`src/design/pbcp_defs.svh`:
```
// Constants of the bias and charge pump configuration registers.
// Assumes inclusion by bare name from the package and design files.
`ifndef PBCP_DEFS_SVH
`define PBCP_DEFS_SVH
`define PBCP_ADDR_ANALOG_EN     6'h08
`define PBCP_ADDR_PUMP          6'h09
`define PBCP_ADDR_OUTPUT_CFG    6'h0f
`define PBCP_ANALOG_EN_RESET    24'hc1_beff
`define PBCP_PUMP_RESET         24'h40_3264
`define PBCP_OUTPUT_CFG_RESET   24'h00_0000
`define PBCP_BIT_PAD_EN         5
`define PBCP_BIT_OUT_ALWAYS     7
`define PBCP_BIT_LOCK_SHOW_N    6
`define PBCP_BIT_HF_REF         21
`define PBCP_BIT_VCO_BIAS       10
`define PBCP_BIT_PRESC_CLK      9
`define PBCP_DN_LSB             0
`define PBCP_UP_LSB             7
`define PBCP_OFS_LSB            14
`define PBCP_BIT_OFS_UP         21
`define PBCP_BIT_OFS_DN         22
`define PBCP_SCK_DIV            16'h0004
// Host APB register byte offsets.
`define PBCP_APB_CTRL           12'h000
`define PBCP_APB_WDATA          12'h004
`define PBCP_APB_RDATA          12'h008
`define PBCP_APB_STATUS         12'h00c
`endif

```
`src/design/pbcp_pkg.sv`:
```
// Types shared by both ends of the serial configuration link.
// Assumes the constants header is on the include path.
`include "pbcp_defs.svh"
package pbcp_pkg;
    typedef enum logic [1:0] {
        PBCP_IDLE,
        PBCP_SHIFT,
        PBCP_DONE
    } pbcp_state_t;
    // Frame: write flag, 6-bit register address, 3-bit chip address, 24 data bits.
    localparam int PBCP_FRAME_BITS = 34;
endpackage

```
`src/design/pbcp_if.sv`:
```
// Serial programming link between host controller and device.
// Assumes both ends share pclk; the pin level is resolved here.
`timescale 1ns/1ps
`default_nettype none
interface pbcp_if;
    logic sen;
    logic sck;
    logic sdi;
    logic sdo_out;
    logic sdo_oe;
    wire  sdo_pin;
    // There is no pull-up on the line, so a released pin shows the inverse of the
    // current sdo_out level; a reader that samples it anyway gets a wrong bit.
    assign sdo_pin = sdo_oe ? sdo_out : ~sdo_out;
    modport device (input sen, input sck, input sdi, output sdo_out, output sdo_oe);
    modport host (output sen, output sck, output sdi, input sdo_pin);
endinterface
`default_nettype wire

```
`src/design/pbcp_device.sv`:
```
// Device end: bias enable and charge pump configuration registers on the serial port.
// Assumes sck, sen and sdi are synchronous to pclk (sck is a sampled level).
//
// The implementer's own choice: register access over APB.
`timescale 1ns/1ps
`default_nettype none
`include "pbcp_defs.svh"
module pbcp_device
    import pbcp_pkg::*;
#(
    parameter logic [2:0] CHIP_ADDR = 3'h0
) (
    input  wire logic        pclk,
    input  wire logic        presetn,
    pbcp_if.device           link,
    input  wire logic        lock_flag,
    output logic             vco_bias_en,
    output logic             prescaler_clk_en,
    output logic             high_freq_ref,
    output logic [6:0]       pump_down_gain,
    output logic [6:0]       pump_up_gain,
    output logic [6:0]       offset_magnitude,
    output logic             offset_up_en,
    output logic             offset_dn_en,
    output logic             lock_or_serial_out_pin,
    output logic             serial_out_driver
);
    // Register file and serial shift state.
    logic [23:0] analog_bias_enable;
    logic [23:0] charge_pump_control;
    logic [23:0] output_config;
    logic [33:0] shreg;
    logic [5:0]  bit_cnt;
    logic        sck_q;
    logic        sen_q;
    logic        reading;
    logic        addr_match;
    logic        match_seen;
    logic [23:0] rd_word;
    logic        sdo_q;
    logic        oe_q;

    // Edge and frame detection on the sampled link levels.
    wire sck_rise   = link.sck & ~sck_q;
    wire sck_fall   = ~link.sck & sck_q;
    wire frame_end  = sen_q & ~link.sen;
    wire frame_full = (bit_cnt == 6'd34);
    wire hdr_done   = (bit_cnt == 6'd10);

    // Header fields, valid while exactly ten bits have arrived.
    wire       hdr_write = shreg[9];
    wire [5:0] hdr_reg   = shreg[8:3];
    wire [2:0] hdr_chip  = shreg[2:0];
    wire       hdr_match = (hdr_chip == CHIP_ADDR);

    // Fields of a complete frame.
    wire        f_write = shreg[33];
    wire [5:0]  f_reg   = shreg[32:27];
    wire [23:0] f_data  = shreg[23:0];

    // A write lands only at the end of a complete frame for this chip, so a cut
    // frame leaves every register as it was.
    wire wr_commit = frame_end && f_write && frame_full && addr_match;
    wire wr_analog = wr_commit && (f_reg == `PBCP_ADDR_ANALOG_EN);
    wire wr_pump   = wr_commit && (f_reg == `PBCP_ADDR_PUMP);
    wire wr_outcfg = wr_commit && (f_reg == `PBCP_ADDR_OUTPUT_CFG);

    // Pin control bits.
    wire pad_en     = analog_bias_enable[`PBCP_BIT_PAD_EN];
    wire out_always = output_config[`PBCP_BIT_OUT_ALWAYS];
    wire lock_view  = ~output_config[`PBCP_BIT_LOCK_SHOW_N];

    // Read word for a register address; unknown addresses read as zero.
    function automatic logic [23:0] pbcp_select(input logic [5:0] a, input logic [23:0] an,
                                                input logic [23:0] cp, input logic [23:0] oc);
        case (a)
            `PBCP_ADDR_ANALOG_EN:  pbcp_select = an;
            `PBCP_ADDR_PUMP:       pbcp_select = cp;
            `PBCP_ADDR_OUTPUT_CFG: pbcp_select = oc;
            default:               pbcp_select = 24'h00_0000;
        endcase
    endfunction

    // Shift register: bits arrive MSB first on sck rising edges while sen is high.
    always_ff @(posedge pclk or negedge presetn) begin
        if (!presetn) begin
            shreg   <= '0;
            bit_cnt <= '0;
            sck_q   <= 1'b0;
            sen_q   <= 1'b0;
        end else begin
            sck_q <= link.sck;
            sen_q <= link.sen;
            if (!link.sen) begin
                bit_cnt <= '0;
            end else if (sck_rise && !frame_full) begin
                shreg   <= {shreg[32:0], link.sdi};
                bit_cnt <= bit_cnt + 6'd1;
            end
        end
    end

    // Header decode: match and read state are fixed once ten header bits are in.
    always_ff @(posedge pclk or negedge presetn) begin
        if (!presetn) begin
            reading    <= 1'b0;
            addr_match <= 1'b0;
            match_seen <= 1'b0;
            rd_word    <= '0;
        end else if (!link.sen) begin
            reading    <= 1'b0;
            match_seen <= 1'b0;
        end else if (hdr_done && !match_seen) begin
            match_seen <= 1'b1;
            addr_match <= hdr_match;
            reading    <= ~hdr_write && hdr_match;
            rd_word    <= pbcp_select(hdr_reg, analog_bias_enable,
                                      charge_pump_control, output_config);
        end else if (reading && sck_fall && !hdr_done) begin
            // The fall that ends the last header bit leaves the MSB in place, so that
            // it stands through the whole of the first data bit.
            rd_word <= {rd_word[22:0], 1'b0};
        end
    end

    // Analog enable register, reserved bits included.
    always_ff @(posedge pclk or negedge presetn) begin
        if (!presetn) begin
            analog_bias_enable <= `PBCP_ANALOG_EN_RESET;
        end else if (wr_analog) begin
            analog_bias_enable <= f_data;
        end
    end

    // Charge pump register; the reserved top bit is stored like the rest.
    always_ff @(posedge pclk or negedge presetn) begin
        if (!presetn) begin
            charge_pump_control <= `PBCP_PUMP_RESET;
        end else if (wr_pump) begin
            charge_pump_control <= f_data;
        end
    end

    // Output configuration register, kept here because the pin logic needs two of its bits.
    always_ff @(posedge pclk or negedge presetn) begin
        if (!presetn) begin
            output_config <= `PBCP_OUTPUT_CFG_RESET;
        end else if (wr_outcfg) begin
            output_config <= f_data;
        end
    end

    // Driver enable: an unmatched frame releases the pin from the end of its header
    // until sen falls, unless the pin is forced on for the output port.
    wire unmatched = link.sen && match_seen && !addr_match;
    wire next_oe   = pad_en && (out_always || !unmatched);
    wire next_sdo  = (reading || !lock_view) ? rd_word[23] : lock_flag;

    // Pin value and enable are registered so the shared line never glitches.
    always_ff @(posedge pclk or negedge presetn) begin
        if (!presetn) begin
            sdo_q <= 1'b0;
            oe_q  <= 1'b0;
        end else begin
            sdo_q <= next_sdo;
            oe_q  <= next_oe;
        end
    end

    // Configuration outputs follow their register bits one clock later.
    always_ff @(posedge pclk or negedge presetn) begin
        if (!presetn) begin
            vco_bias_en      <= 1'b0;
            prescaler_clk_en <= 1'b0;
            high_freq_ref    <= 1'b0;
            pump_down_gain   <= '0;
            pump_up_gain     <= '0;
            offset_magnitude <= '0;
            offset_up_en     <= 1'b0;
            offset_dn_en     <= 1'b0;
        end else begin
            vco_bias_en      <= analog_bias_enable[`PBCP_BIT_VCO_BIAS];
            prescaler_clk_en <= analog_bias_enable[`PBCP_BIT_PRESC_CLK];
            high_freq_ref    <= analog_bias_enable[`PBCP_BIT_HF_REF];
            pump_down_gain   <= charge_pump_control[`PBCP_DN_LSB +: 7];
            pump_up_gain     <= charge_pump_control[`PBCP_UP_LSB +: 7];
            offset_magnitude <= charge_pump_control[`PBCP_OFS_LSB +: 7];
            offset_up_en     <= charge_pump_control[`PBCP_BIT_OFS_UP];
            offset_dn_en     <= charge_pump_control[`PBCP_BIT_OFS_DN];
        end
    end

    assign link.sdo_out           = sdo_q;
    assign link.sdo_oe            = oe_q;
    assign lock_or_serial_out_pin = sdo_q;
    assign serial_out_driver      = oe_q;
endmodule
`default_nettype wire

```
`src/flat_wrapper.sv`:
```
// flat-port wrapper written by rule: the top's interface ports become plain ports
module pbcp_device_flat import pbcp_pkg::*;
#(
    parameter logic [2:0] CHIP_ADDR = 3'h0
)
  (pclk, presetn, lock_flag, vco_bias_en, prescaler_clk_en, high_freq_ref, pump_down_gain, pump_up_gain, offset_magnitude, offset_up_en, offset_dn_en, lock_or_serial_out_pin, serial_out_driver, link_sen, link_sck, link_sdi, link_sdo_out, link_sdo_oe);
  pbcp_if link_i ();
  input  wire logic pclk;
  input  wire logic presetn;
  input  wire logic lock_flag;
  output logic vco_bias_en;
  output logic prescaler_clk_en;
  output logic high_freq_ref;
  output logic [6:0] pump_down_gain;
  output logic [6:0] pump_up_gain;
  output logic [6:0] offset_magnitude;
  output logic offset_up_en;
  output logic offset_dn_en;
  output logic lock_or_serial_out_pin;
  output logic serial_out_driver;
  input wire logic [$bits(link_i.sen)-1:0] link_sen;
  input wire logic [$bits(link_i.sck)-1:0] link_sck;
  input wire logic [$bits(link_i.sdi)-1:0] link_sdi;
  output wire logic [$bits(link_i.sdo_out)-1:0] link_sdo_out;
  output wire logic [$bits(link_i.sdo_oe)-1:0] link_sdo_oe;
  assign link_i.sen = link_sen;
  assign link_i.sck = link_sck;
  assign link_i.sdi = link_sdi;
  assign link_sdo_out = link_i.sdo_out;
  assign link_sdo_oe = link_i.sdo_oe;
  pbcp_device #(.CHIP_ADDR(CHIP_ADDR)) u_core (.pclk(pclk), .presetn(presetn), .link(link_i), .lock_flag(lock_flag), .vco_bias_en(vco_bias_en), .prescaler_clk_en(prescaler_clk_en), .high_freq_ref(high_freq_ref), .pump_down_gain(pump_down_gain), .pump_up_gain(pump_up_gain), .offset_magnitude(offset_magnitude), .offset_up_en(offset_up_en), .offset_dn_en(offset_dn_en), .lock_or_serial_out_pin(lock_or_serial_out_pin), .serial_out_driver(serial_out_driver));
endmodule
```
`config.mk`:
```
export PLATFORM = sky130hd
export DESIGN_NAME = pbcp_device_flat
export DESIGN_NICKNAME = d
export VERILOG_FILES = /design/src/design/pbcp_pkg.sv /design/src/design/pbcp_if.sv /design/src/design/pbcp_device.sv /design/src/flat_wrapper.sv
export VERILOG_INCLUDE_DIRS = /design/src /design/src/design
export SDC_FILE = /design/constraint.sdc
export NUM_CORES = 1
export LEC_CHECK = 0
export BUFFER_PORTS_ARGS = -buffer_cell sky130_fd_sc_hd__buf_2
export CORE_MARGIN = 2
export CORE_UTILIZATION = 45
export CTS_BUF_LIST = sky130_fd_sc_hd__clkbuf_4 sky130_fd_sc_hd__clkbuf_8
export CTS_CLUSTER_DIAMETER = 100
export CTS_CLUSTER_SIZE = 25
export DETAILED_ROUTE_END_ITERATION = 7
export PLACE_DENSITY = 0.6
export SLEW_MARGIN = 25
export SYNTH_ARGS = -nofsm -noshare
export SYNTH_HDL_FRONTEND = slang
export SYNTH_SLANG_ARGS = --single-unit
```
`constraint.sdc`:
```
create_clock -name pclk -period 5.03 [get_ports pclk]
set_input_delay 1.006 -clock pclk [delete_from_list [all_inputs] [get_ports pclk]]
set_output_delay 1.006 -clock pclk [all_outputs]
set_load 0.05 [all_outputs]
```
# == Yosys cells after proc, flatten, opt, wreduce, memory -nomap -nowiden ==
# Cells that the tools add are included.
# classes
add_sub_neg,1
eq_ne,10
muxes,10
bitwise_logic,7
n_reduce_logical,26
# ops
op,n
24-bit one-hot mux with 3 select lines,1
24-bit two-way mux,2
6-bit by 4-bit equality test with 1-bit output (second input constant),7
1-bit logical AND,14
6-bit two-way mux,2
6-bit by 1-bit adder with 6-bit output (second input constant),1
6-bit equality test (second input constant),1
2-bit AND reduction,3
1-bit logical NOT,5
1-bit two-way mux,5
2-bit by 1-bit != test with 1-bit output (second input constant),2
1-bit NOT,4
1-bit AND,3
3-bit logical NOT,1
1-bit logical OR,2
2-bit nonzero test,1
# word_totals
ff_bits,169
input_bits,6
out_inout_bits,30
wordCells,75

# == Logic depth before layout (Yosys ltp) ==
# Gate-level depths: netlist (run 1).
# logic_depth
word_depth,6
mapped_depth,8
mapped_depth_nobuf,6

# == Worst setup path before layout (run 1) ==
# No wires, ideal clock.
# synth_path
path_type,input to register
from,input port link_sen
to,register u_core.output_config[13]
setup_ns,0.128
arrival_ns,2.623
t_required_ns,4.902
setup_slack_ns,2.280
stages,5
path_buffers,1
path_cell_list,or4b_1 nor4_4 nand4_2 buf_2 mux2_1
# synth_via
elab_chain_cells,6
# synth_lines
item,line,text
from (decl),flat_wrapper.sv:21,input wire logic [$bits(link_i.sen)-1:0] link_sen;
1-bit NOT,pbcp_device.sv:46,wire frame_end = sen_q & ~link.sen;
1-bit AND,pbcp_device.sv:46,
1-bit logical AND (3 in a row),pbcp_device.sv:63,wire wr_commit = frame_end && f_write && frame_full && addr_match;
1-bit logical AND,pbcp_device.sv:66,wire wr_outcfg = wr_commit && (f_reg == `PBCP_ADDR_OUTPUT_CFG);
to (signal assigned),pbcp_device.sv:147,output_config <= `PBCP_OUTPUT_CFG_RESET;
to (signal assigned),pbcp_device.sv:149,output_config <= f_data;
to (decl),pbcp_device.sv:31,logic [23:0] output_config;
# Every way passes these cells.
# A chain may end at the register's enable or synchronous reset.

# == Worst setup path in the final report (run 1) ==
# layout_path
from,input port link_sen
to,register u_core.analog_bias_enable[21]
# layout_via
elab_chain_cells,6
# layout_lines
item,line,text
1-bit NOT,pbcp_device.sv:46,
1-bit AND,pbcp_device.sv:46,
1-bit logical AND (3 in a row),pbcp_device.sv:63,
1-bit logical AND,pbcp_device.sv:64,wire wr_analog = wr_commit && (f_reg == `PBCP_ADDR_ANALOG_EN);
to (signal assigned),pbcp_device.sv:129,analog_bias_enable <= `PBCP_ANALOG_EN_RESET;
to (signal assigned),pbcp_device.sv:131,analog_bias_enable <= f_data;
to (decl),pbcp_device.sv:29,logic [23:0] analog_bias_enable;
# Every way passes these cells.

==> metrics.log, run 1 <==
[metrics] result of the run: finished clean
[metrics] post-CTS resize count: 0
[metrics] Hold Path Stages: 0
[metrics] routed length per placed instance: between 15 and 20 um
[metrics] main flop type after synthesis: dfrtp_1
[metrics] count of different cell masters after synthesis: 45
[metrics] critical path type: in2reg
[metrics] remaining routing DRC violations: 0
[metrics] share of the cycle needed by the critical path after routing: 0.597
[metrics] final-report max-slew violation count: 0
[metrics] Layout area overhead: 11.6%
[metrics] first-iteration detailed-routing DRC count: ~260
[metrics] synthesized instance count: around 500
[metrics] clock root cell: clkbuf_8
[metrics] Port-buffer cells: 35
[metrics] kind of end point of the critical path: register
[metrics] arrival time reported for the critical path endpoint: between 3 and 4 ns
[metrics] clock-pin transition on the worst setup and hold timing paths: 0.08 ns
[metrics] reg2reg setup slack: ~2.1 ns
[metrics] hold_buf cts: 0
[metrics] FP Rows: 45
[metrics] most area-consuming cells after synthesis: dfrtp_1 52%, mux2_2 14%, dfstp_2 9.1%
[metrics] Mean Syn Cell Area: around 14 um2
[metrics] worst voltage drop across the vdd grid: ~230 uV
[metrics] Post-Synthesis Net Count: 504
[metrics] count of vias placed by the detailed router: between 4000 and 5000
[metrics] Reg2Reg Depth: 6
[metrics] effective utilization at floorplan: 0.458
[metrics] warning count from the yosys run: 0
[metrics] height of the chip: between 100 and 150 um
[metrics] highest clock rate: roughly 330 MHz
[metrics] Max FO, Critical Path: 24
[metrics] power density cells: approximately 360 nW/um2
[metrics] max-cap viol count: 0
[metrics] Crit Reg-Reg Endpoint: u_core.analog_bias_enable[21]$_DFFE_PN0P_
[metrics] Post-Syn Area: slightly below 7000 um2
[metrics] sum of negative setup slack: 0 ns
[metrics] Congestion Overflow GR: 0
[metrics] area of the die: approximately 16000 um2
[metrics] share of Yosys cell area claimed by the top area cell type: 0.525
[metrics] vias per cell: ~5.7
[metrics] Die Width: 128 um
[metrics] proportion of layout cells with a drive suffix above 1: 0.384
[metrics] clock insertion delay at the later pin of the skew report: between 0.4 and 0.5 ns
[metrics] final routed wirelength across all metal layers: 14000 um
[metrics] final period demand of the worst path: 3.00 ns
[metrics] post-route clock skew: approximately 0.0089 ns
[metrics] CTS tree: yes
[metrics] final RePlAce weighted congestion: around 0.76
[metrics] flop and latch count out of synthesis: roughly 170
[metrics] CTS max path bufs: 2
[metrics] startpoint of the worst register-to-register path: u_core.bit_cnt[0]$_DFFE_PN0P_
[metrics] type of origin of the critical path: primary input
[metrics] destination of the worst hold path: u_core.vco_bias_en$_DFF_PN0_
[metrics] transition time of the tightest slew-check pin: slightly above 1 ns
[metrics] final HPWL from detailed placement: just over 8000 um
[metrics] clock buffers created by TritonCTS: 17
[metrics] sink count of the clock tree: 169
[metrics] cell types with the highest counts after synthesis: 145 x dfrtp_1, 86 x mux2_2
[metrics] total count of hold-check failures in the final report: 0
[metrics] postcts setup bufs: 0
[metrics] required time of the worst setup path: about 5.4 ns
[metrics] Antenna Diode Count: 0
[metrics] FFs w/ async S/R, synth: 1.00
[metrics] Finish-stage setup viols: 0
[metrics] Antenna Nets Post-Route: 0
[metrics] first-pass GRT wire length: about 23000 um
[metrics] antenna violations before repair: 0
[metrics] Max-Slew Margin vs Limit: 0.325
[metrics] number of synthesized flops with an enable pin: 0
[metrics] First-pass DRT Iterations: 5
[metrics] Placeable Area: approximately 15000 um2
[metrics] unrepaired setup endpoints after global routing: no
[metrics] startpoint of the lowest-slack hold path: u_core.analog_bias_enable[10]$_DFFE_PN1P_
[metrics] total leakage power: roughly 3.7 nW
[metrics] number of nets at the end of the flow: roughly 530
[metrics] maximum number of pins on one net before global-route repair: 111
[metrics] deepest level of the CTS H-tree: 4
[metrics] path class of the lowest-slack min-delay path: reg2reg
[metrics] library cell with the largest summed area after synthesis: dfrtp_1
[metrics] count leader, synth: dfrtp_1
[metrics] register area share after synthesis: 0.616
[metrics] overall power: about 2.8 mW
[metrics] number of global-route vias before repair: between 4000 and 5000
[metrics] I/O pin cnt: 36
[metrics] GRT Total Usage: 0.187
[layout make-up]
cell class,instances,area (um2)
well taps,188,235
clock buffers,22,290
inverters,4,15.0
repair buffers,46,267
multi-input cells,288,2510
flip-flops and latches,169,4260
clock inverters,10,144
fillers,1323,7370
[per-layer routing]
layer,vias to the layer above,wire length [um],part of all wire,track usage
met1,2164,6350,0.45,0.245
met4,0,135,0.0097,0.0698
li1,1894,-,-,-
met3,11,660,0.047,0.0463
met2,88,6840,0.49,0.302
met5,-,0,0,0
[power by group]
group          switching, mW  total, mW  internal (mW)
clock                  0.480       1.02          0.543
sequential            0.0793       1.49           1.41
combinational          0.203      0.292         0.0885
total                  0.762       2.80           2.04
[worst max-delay path, stage by stage]
cell and delay (ns):
buf_2 0.16, or4b_1 0.58, nor4_4 0.35, nand3b_2 0.70, mux2_2 0.53
[cells in the final DEF (no fill, tap or decap), types with 2 or more instances in the layout]
master / synthesis / routed
dfrtp_1: 145 / 145
mux2_2: 86 / 86
buf_2: 9 / 34
nand3_1: 24 / 24
a21oi_1: 24 / 24
a21o_1: 24 / 24
dfstp_2: 24 / 24
a22oi_1: 22 / 22
o32a_1: 22 / 22
clkbuf_8: 0 / 21
nor2_1: 12 / 12
buf_4: 3 / 11
mux2_1: 10 / 10
mux2_4: 10 / 10
nand2_1: 6 / 6
and3_1: 5 / 5
xor2_1: 4 / 4
inv_1: 4 / 3
o21ai_0: 3 / 3
clkinvlp_4: 0 / 3
clkinv_4: 0 / 3
bufinv_16: 0 / 3
nand2b_1: 2 / 2
nor3b_2: 0 / 2
nor3b_1: 4 / 2
a22o_1: 2 / 2
nor3_1: 3 / 2
nand4_1: 2 / 2
o211ai_1: 2 / 2
ha_1: 2 / 2
clkbuf_4: 0 / 2
[worst max-delay path by stage]
stage	slack [ns]	cells after the start	from	to
2_1_floorplan	2.28	5	link_sen	u_core.output_config[13]$_DFFE_PN0P_
3_3_place_gp	1.64	5	link_sen	u_core.analog_bias_enable[17]$_DFFE_PN0P_
3_5_place_dp	1.53	5	link_sen	u_core.charge_pump_control[3]$_DFFE_PN0P_
4_1_cts	2.02	5	link_sen	u_core.charge_pump_control[3]$_DFFE_PN0P_
5_1_grt	1.93	5	link_sen	u_core.charge_pump_control[3]$_DFFE_PN0P_
6_report	2.03	5	link_sen	u_core.analog_bias_enable[21]$_DFFE_PN0P_
[through the flow]
stage	std cells	utilization	setup slack, ns	hold WS, ns	cell area [um2]
after CTS	727	0.512	2.02	0.412	7720
after floorplan	496	-	2.28	0.368	6920
after detailed placement	695	0.483	1.53	0.395	7280
after global routing	727	0.512	1.93	0.416	7720
final	727	0.512	2.03	0.406	7720
after global placement	695	0.483	1.64	0.387	7280
[state kept, by name, summed over array words and instances, names as in the netlist]
signal	count
u_core.shreg	34
u_core.analog_bias_enable	24
u_core.charge_pump_control	24
u_core.output_config	24
u_core.rd_word	24
u_core.offset_magnitude	7
u_core.pump_down_gain	7
u_core.pump_up_gain	7
u_core.bit_cnt	6
u_core.addr_match	1
u_core.high_freq_ref	1
u_core.link.sdo_oe	1
u_core.link.sdo_out	1
u_core.match_seen	1
u_core.offset_dn_en	1
u_core.offset_up_en	1
u_core.prescaler_clk_en	1
u_core.reading	1
u_core.sck_q	1
u_core.sen_q	1
u_core.vco_bias_en	1
[cells by family after synthesis]
group	count (synthesis)	synth area share
buffers and inverters	39	0.0244
flip-flops	169	0.616
adder cells (fa/ha/maj)	2	0.00362
multiplexers	106	0.178
XOR/XNOR	5	0.00633
AO/OA/AOI/OAI	106	0.114
AND/OR/NAND/NOR	69	0.0575
Power figures use the tool's default switching activity.
==> run 2, diff against run 1 <==
--- a/config.mk
+++ b/config.mk
@@ -6,6 +6,7 @@
 export SDC_FILE = /design/constraint.sdc
 export NUM_CORES = 1
 export LEC_CHECK = 0
+export ABC_AREA = 1
 export BUFFER_PORTS_ARGS = -buffer_cell sky130_fd_sc_hd__buf_2
 export CORE_MARGIN = 2
 export CORE_UTILIZATION = 45
==> constraint.sdc (replaced) <==
create_clock -name pclk -period 2.8 [get_ports pclk]
set_input_delay 0.56 -clock pclk [delete_from_list [all_inputs] [get_ports pclk]]
set_output_delay 0.56 -clock pclk [all_outputs]
set_load 0.05 [all_outputs]
==> metrics.log, run 2 <==
[metrics] result of the run: finished clean
[metrics] total count of hold-check failures in the final report: 0 (unchanged)
[metrics] first-pass GRT wire length: 26200 um (+12%)
[metrics] sum of negative setup slack: 0 ns (unchanged)
[metrics] deepest level of the CTS H-tree: 4 (unchanged)
[metrics] main flop type after synthesis: dfrtp_1
[metrics] most area-consuming cells after synthesis: dfrtp_1 51%, dfstp_2 8.9%, nand2_1 8.1%
[metrics] Port-buffer cells: 35 (unchanged)
[metrics] Post-Synthesis Net Count: 791 (+57%)
[metrics] Top reg by flops: u_core.shreg
[metrics] remaining routing DRC violations: 0 (unchanged)
[metrics] area of the die: 16800 um2 (+2.8%)
[metrics] clock insertion delay at the later pin of the skew report: 0.46 ns (about the same)
[metrics] GRT Total Usage: 0.201 (+0.0143)
[metrics] Placeable Area: 15300 um2 (+1.5%)
[metrics] Antenna Diode Count: 0 (unchanged)
[metrics] register area share after synthesis: 0.598 (-0.0172)
[metrics] number of nets at the end of the flow: 813 (+52%)
[metrics] highest clock rate: a little under 500 MHz
[metrics] First-pass DRT Iterations: 5 (unchanged)
[metrics] post-route clock skew: 0.0150 ns (+0.00611 ns)
[metrics] I/O pin cnt: 36 (unchanged)
[metrics] share of Yosys cell area claimed by the top area cell type: 0.510 (-0.0147)
[metrics] final routed wirelength across all metal layers: 15600 um (+12%)
[metrics] height of the chip: 130 um (+1.4%)
[metrics] Congestion Overflow GR: 0 (unchanged)
[metrics] warning count from the yosys run: 0 (unchanged)
[metrics] FP Rows: 45 (unchanged)
[metrics] CTS max path bufs: 2 (unchanged)
[metrics] path class of the lowest-slack min-delay path: in2async
[metrics] Layout Cell Area excl Fill: 7850 um2 (+1.7%)
[metrics] clock buffers created by TritonCTS: 17 (unchanged)
[metrics] library cell with the largest summed area after synthesis: dfrtp_1
[metrics] number of global-route vias before repair: 5117 (+16%)
[metrics] hold_buf cts: 0 (unchanged)
[metrics] power density cells: 619 nW/um2 (+71%)
[metrics] sink count of the clock tree: 169 (unchanged)
[metrics] synthesized instance count: 783 (+58%)
[metrics] Post-Syn Area: 7120 um2 (+2.9%)
[metrics] final HPWL from detailed placement: 9460 um (+16%)
[metrics] vias per cell: 5.17 (-9.6%)
[metrics] post-CTS resize count: 0 (unchanged)
[metrics] Max FO, Critical Path: 44 (+83%)
[metrics] effective utilization at floorplan: 0.465 (+0.00625)
[metrics] count leader, synth: nand2_1
[metrics] worst voltage drop across the vdd grid: 350 uV (+55%)
[metrics] number of synthesized flops with an enable pin: 0 (unchanged)
[metrics] unrepaired setup endpoints after global routing: no
[metrics] Slowest Stage Delay on Critical Path: 0.40 ns (-0.30 ns)
[metrics] post-route setup slack: 0.774 ns (-1.25 ns)
[metrics] worst slack, placed: 0.786 ns (-0.741 ns)
[metrics] Layout area overhead: 10.3%
[metrics] antenna violations before repair: 0 (unchanged)
[metrics] routed length per placed instance: 15.2 um (-21%)
[metrics] required time of the worst setup path: 3.17 ns (-2.20 ns)
[metrics] Antenna Nets Post-Route: 0 (unchanged)
[metrics] count of different cell masters after synthesis: 30 (-33%)
[metrics] sequence of cells on the critical path: inv_1 -> ha_1 -> nand4_2 -> nand2_1 -> inv_2 -> nand2_2 -> buf_12 -> nor2_1 -> a21oi_1
[metrics] kind of cell with the highest combined delay on the critical path: simple AND/OR/NAND/NOR gates
[metrics] clock root cell: clkbuf_8
[metrics] final-report max-slew violation count: 0 (unchanged)
[metrics] maximum number of pins on one net before global-route repair: 75 (-32%)
[metrics] arrival time reported for the critical path endpoint: 2.40 ns (-0.94 ns)
[metrics] Max-Slew Margin vs Limit: 0.573 (+0.247)
[metrics] fill cell total of the finished layout: 1431 (+8.2%)
[metrics] post-detailed-placement cell area: 7450 um2 (+2.2%)
[metrics] postcts setup bufs: 0 (unchanged)
[metrics] share of the cycle needed by the critical path after routing: 0.724
[metrics] transition time of the tightest slew-check pin: 0.639 ns (-0.368 ns)
[metrics] proportion of layout cells with a drive suffix above 1: 0.159 (-0.225)
[metrics] overall power: 4.86 mW (+74%)
[metrics] first-iteration detailed-routing DRC count: 315 (+20%)
[metrics] clock-pin transition on the worst setup and hold timing paths: 0.08 ns (about the same)
[metrics] most common cell after layout, fill and taps aside: nand2_1
[metrics] Die Width: 130 um (+1.4%)
[metrics] FFs w/ async S/R, synth: 1.00 (unchanged)
[metrics] count of placed standard cells in the final layout, fillers left out: 1029 (+42%)
[metrics] Mean Syn Cell Area: 9.09 um2 (-35%)
[metrics] cell at the slowest stage of the critical path: dfrtp_1
[metrics] cell types with the highest counts after synthesis: 153 x nand2_1, 145 x dfrtp_1, 89 x nand3_1
[metrics] critical path type: reg2reg
[metrics] type of origin of the critical path: register
[metrics] Finish-stage setup viols: 0 (unchanged)
[metrics] flop and latch count out of synthesis: 169 (unchanged)
[metrics] kind of end point of the critical path: register
[metrics] max reg flops: 34 (unchanged)
[metrics] most frequent cells in the layout: 153 x nand2_1, 145 x dfrtp_1, 89 x nand3_1, 80 x nor2_1, 62 x o21ai_1
[metrics] CTS tree: yes
[metrics] Placed Cells incl. Taps: 997 (+43%)
[metrics] final RePlAce weighted congestion: 0.774 (+1.5%)
[metrics] total buffers and inverters traversed by the critical path: 3 (+2)
[metrics] final period demand of the worst path: a little over 2 ns
[metrics] count of vias placed by the detailed router: 5317 (+28%)
[metrics] max-cap viol count: 0 (unchanged)
[metrics] total leakage power: 3.60 nW (-3.4%)
==> run 2: metal layers <==
layer  routed length, um  track usage  share of wire  up-vias
li1                    -            -              -     2613
met4                 214       0.0576          0.014        0
met5                   0            0              0        -
met3                 618       0.0521          0.040       13
met1                7320        0.274           0.47     2582
met2                7450        0.321           0.48      109
==> run 2: worst paths after layout <==
path / start / to / slack, ns / depth (start not counted)
setup / recovery: u_core.bit_cnt[0]$_DFFE_PN0P_ / u_core.shreg[29]$_DFFE_PN0P_ / 0.77 / 9
hold reg to reg: u_core.charge_pump_control[14]$_DFFE_PN0P_ / u_core.offset_magnitude[0]$_DFF_PN0_ / 0.41 / 0
setup reg to reg: u_core.bit_cnt[0]$_DFFE_PN0P_ / u_core.shreg[29]$_DFFE_PN0P_ / 0.77 / 9
min in group pclk: link_sck / u_core.sck_q$_DFF_PN0_ / 0.22 / 1
max in group asynchronous: presetn / u_core.charge_pump_control[22]$_DFFE_PN1P_ / 2.00 / 2
hold / removal: presetn / u_core.shreg[10]$_DFFE_PN0P_ / 0.02 / 1
==> run 2: layout make-up <==
class | instances | area [um2] | share of cell area
Clock buffer | 21 | 283 | 0.0360
Sequential cell | 169 | 4260 | 0.542
Inverter | 61 | 229 | 0.0292
Timing Repair Buffer | 51 | 339 | 0.0432
Multi-Input combinational cell | 505 | 2360 | 0.300
Clock inverter | 11 | 121 | 0.0155
Tap cell | 211 | 264 | 0.0336
==> run 2: cells by family (layout without fill, tap and decap cells) <==
| kind of cell | Yosys count | count (layout) | synth area share |
|---|---|---|---|
| adder cells (fa/ha/maj) | 2 | 2 | 0.00352 |
| AO/OA/AOI/OAI | 136 | 136 | 0.0963 |
| multiplexers | 1 | 1 | 0.00158 |
| AND/OR/NAND/NOR | 363 | 363 | 0.225 |
| buffers and inverters | 109 | 144 | 0.0716 |
| XOR/XNOR | 3 | 3 | 0.00369 |
| flip-flops | 169 | 169 | 0.598 |
==> run 2: report_power, final <==
| group | internal (mW) | total, mW | switching, mW | leakage [nW] |
|---|---|---|---|---|
| Combinational | 0.117 | 0.562 | 0.445 | 1.17 |
| Clock | 0.869 | 1.73 | 0.863 | 0.193 |
| Sequential | 2.51 | 2.57 | 0.0568 | 2.24 |
| Total | 3.50 | 4.86 | 1.37 | 3.60 |
==> run 2: through the flow <==
stage,hold WS [ns],util
detailed placement,0.391,0.486
finish,0.0171,0.513
global placement,0.392,0.486
CTS,0.00415,0.513
floorplan,0.264,-
global route,0.0161,0.513
==> run 2: worst reg2reg max path, delay by kind of cell, from the launching register on <==
family	cells	cell delay [ns]
AOI/OAI and AO/OA	1	0.11
adders and majority gates	1	0.26
buffers and inverters	3	0.44
DFF	1	0.40
and+or+nand+nor	4	0.74
==> run 3, diff against run 2 <==
--- a/config.mk
+++ b/config.mk
@@ -6,7 +6,7 @@
 export SDC_FILE = /design/constraint.sdc
 export NUM_CORES = 1
 export LEC_CHECK = 0
-export ABC_AREA = 1
+export ABC_AREA = 0
 export BUFFER_PORTS_ARGS = -buffer_cell sky130_fd_sc_hd__buf_2
 export CORE_MARGIN = 2
 export CORE_UTILIZATION = 45
==> constraint.sdc (replaced) <==
create_clock -name pclk -period 1.9 [get_ports pclk]
set_input_delay 0.38 -clock pclk [delete_from_list [all_inputs] [get_ports pclk]]
set_output_delay 0.38 -clock pclk [all_outputs]
set_load 0.05 [all_outputs]
==> metrics.log, run 3 (synthesis results as in run 1) <==
[metrics] Antenna Nets Post-Route: 0 (unchanged)
[metrics] max-cap viol count: 0 (unchanged)
[metrics] first-pass GRT wire length: 25300 um (-3.2%)
[metrics] Finish-stage setup viols: 132 (+132)
[metrics] routed length per placed instance: 20.2 um (+33%)
[metrics] maximum number of pins on one net before global-route repair: 61 (-19%)
[metrics] Max-Slew Margin vs Limit: 0.711 (+0.139)
[metrics] Port-buffer cells: 35 (unchanged)
[metrics] Die Width: 128 um (-1.4%)
[metrics] GRT Total Usage: 0.203 (+0.00200)
[metrics] number of nets at the end of the flow: 584 (-28%)
[metrics] FP Rows: 45 (unchanged)
[metrics] Layout area overhead: 24.2%
[metrics] Int Pwr: 5.61 mW (+61%)
[metrics] Antenna Diode Count: 0 (unchanged)
[metrics] clock-pin transition on the worst setup and hold timing paths: 0.08 ns (about the same)
[metrics] share of the cycle needed by the critical path after routing: 1.14 (+0.416)
[metrics] arrival time reported for the critical path endpoint: 2.51 ns (+0.11 ns)
[metrics] transition time of the tightest slew-check pin: 0.430 ns (-0.210 ns)
[metrics] highest clock rate: 462 MHz (-6.4%)
[metrics] most common cell after layout, fill and taps aside: dfrtp_1
[metrics] sequential share of power: 0.502 (-0.026)
[metrics] clock insertion delay at the later pin of the skew report: 0.46 ns (about the same)
[metrics] required time of the worst setup path: 2.25 ns (-0.92 ns)
[metrics] max reg flops: 34 (unchanged)
[metrics] CTS max path bufs: 2 (unchanged)
[metrics] Top reg by flops: u_core.shreg
[metrics] overall power: 7.71 mW (+58%)
[metrics] clock root cell: clkbuf_8
[metrics] clock buffers created by TritonCTS: 17 (unchanged)
[metrics] height of the chip: 128 um (-1.4%)
[metrics] post-route setup slack: -0.265 ns (-1.04 ns)
[metrics] final period demand of the worst path: 2.17 ns (+0.139 ns)
[metrics] first-iteration detailed-routing DRC count: 323 (+2.5%)
[metrics] fraction of power consumed by the clock network: 0.357 (about the same)
[metrics] fill cell total of the finished layout: 1229 (-14%)
[metrics] most frequent cells in the layout: 145 x dfrtp_1, 54 x mux2_2, 52 x mux2_4, 37 x buf_4, 34 x buf_2
[metrics] post-route clock skew: 0.00731 ns (-0.00767 ns)
[metrics] Max FO, Critical Path: 6 (-86%)
[metrics] Combinational Power Share: 0.140 (+0.024)
[metrics] effective utilization at floorplan: 0.458 (-0.00625)
[metrics] final routed wirelength across all metal layers: 15700 um (+0.54%)
[metrics] total leakage power: 4.26 nW (+18%)
[metrics] I/O pin cnt: 36 (unchanged)
[metrics] count of placed standard cells in the final layout, fillers left out: 776 (-25%)
[metrics] power density cells: 897 nW/um2 (+45%)
[metrics] sink count of the clock tree: 169 (unchanged)
[metrics] CTS tree: yes
[metrics] final HPWL from detailed placement: 8970 um (-5.3%)
[metrics] area of the die: 16400 um2 (-2.7%)
[metrics] switching power share of the total: 0.271 (-0.00933)
[metrics] result of the run: complete, but fails checks
[metrics] violations in the final reports: negative setup slack
[metrics] final RePlAce weighted congestion: 0.797 (+2.9%)
[metrics] Placed Cells incl. Taps: 728 (-27%)
[metrics] proportion of layout cells with a drive suffix above 1: 0.466 (+0.307)
[metrics] antenna violations before repair: 0 (unchanged)
[metrics] deepest level of the CTS H-tree: 4 (unchanged)
[metrics] path class of the lowest-slack min-delay path: in2reg
[metrics] number of global-route vias before repair: 4596 (-10%)
[metrics] Congestion Overflow GR: 0 (unchanged)
[metrics] worst voltage drop across the vdd grid: 493 uV (+41%)
[metrics] Placeable Area: 15100 um2 (-1.5%)
[metrics] total count of hold-check failures in the final report: 0 (unchanged)
[metrics] net switching power: 2.09 mW (+53%)
[metrics] remaining routing DRC violations: 0 (unchanged)
[metrics] count of vias placed by the detailed router: 4407 (-17%)
[metrics] unrepaired setup endpoints after global routing: yes
[metrics] vias per cell: 5.68 (+9.9%)
[metrics] critical path type: reg2reg
[metrics] kind of end point of the critical path: register
[metrics] type of origin of the critical path: register
[metrics] final-report max-slew violation count: 0 (unchanged)
[metrics] First-pass DRT Iterations: 5 (unchanged)
## run 3: changes by cell type in the layout (fill, tap and decap cells not counted), sizes merged, moves of 5 or more
cell   previous run  this run
nor2             87        12
nand3            90        25
mux2              1       106
and3              0         5
o32a              0        22
o21ai           106         3
nand4            25         3
buf              51        92
a21o              0        24
a22oi             0        22
nand2           155         6
inv              61         4
## run 3: final timing paths
path	startpoint	slack [ns]	end	depth (start not counted)
max	u_core.bit_cnt[0]$_DFFE_PN0P_	-0.27	u_core.output_config[19]$_DFFE_PN0P_	8
min	link_sck	0.06	u_core.sck_q$_DFF_PN0_	1
max reg2reg	u_core.bit_cnt[0]$_DFFE_PN0P_	-0.27	u_core.output_config[19]$_DFFE_PN0P_	8
min reg2reg	u_core.charge_pump_control[7]$_DFFE_PN0P_	0.40	u_core.pump_up_gain[0]$_DFF_PN0_	0
max in group asynchronous	presetn	0.82	u_core.charge_pump_control[2]$_DFFE_PN1P_	3
min in group asynchronous	presetn	0.37	u_core.bit_cnt[4]$_DFFE_PN0P_	2
## run 3: metal layers
| metal | global-route usage | vias to the layer above | routed length (um) |
|---|---|---|---|
| li1 | - | 1991 | - |
| met1 | 0.278 | 2286 | 7040 |
| met2 | 0.325 | 115 | 7580 |
| met3 | 0.0422 | 15 | 846 |
| met4 | 0.0692 | 0 | 216 |
| met5 | 0 | - | 0 |
## run 3: timing repair
action	CTS	global route
endpoints found under the hold margin	27	0
hold buffers	1	0
gates cloned	4	4
endpoints found under the setup margin	131	134
buffers inserted	6	2
resized for setup	50	15
pin swaps	3	4
## run 3: power groups by stage
stage	Sequential (mW)	Clock, mW	Combinational, mW
6_report	3.87	2.75	1.08
5_1_grt	3.90	2.96	1.16
4_1_cts	3.87	2.81	1.08
3_5_place_dp	3.93	0	0.989
3_3_place_gp	3.92	0	0.969
2_1_floorplan	3.88	0	0.515
## run 3: critical path, cell delays in order, from the launching register on
cell and delay, ns:
dfrtp_1 0.39, inv_1 0.07, ha_2 0.16, or3b_4 0.42
nor4_4 0.14, buf_4 0.18, nand4_4 0.16, clkbuf_16 0.24
mux2_4 0.30
## run 3: final cells by class
class                   instances  area [um2]  area share
well taps                     188         235      0.0274
multi-input cells             288        2740       0.319
clock inverters                12         175      0.0204
inverters                       4        15.0     0.00175
flip-flops and latches        169        4260       0.496
clock buffers                  19         255      0.0297
repair buffers                 96         915       0.106
## run 3: per-stage QoR
step                      setup TNS, ns  setup slack [ns]  hold slack [ns]  area [um2]  utilization
final                            -26.23            -0.265           0.0550        8590        0.569
after global routing             -35.27            -0.337           0.0390        8590        0.569
after CTS                        -25.33            -0.259           0.0426        8410        0.557
after detailed placement         -35.22            -0.389            0.302        7650        0.507
after global placement           -27.45            -0.308            0.299        7650        0.507
after floorplan                  -18.83            -0.236           0.0844        6990            -
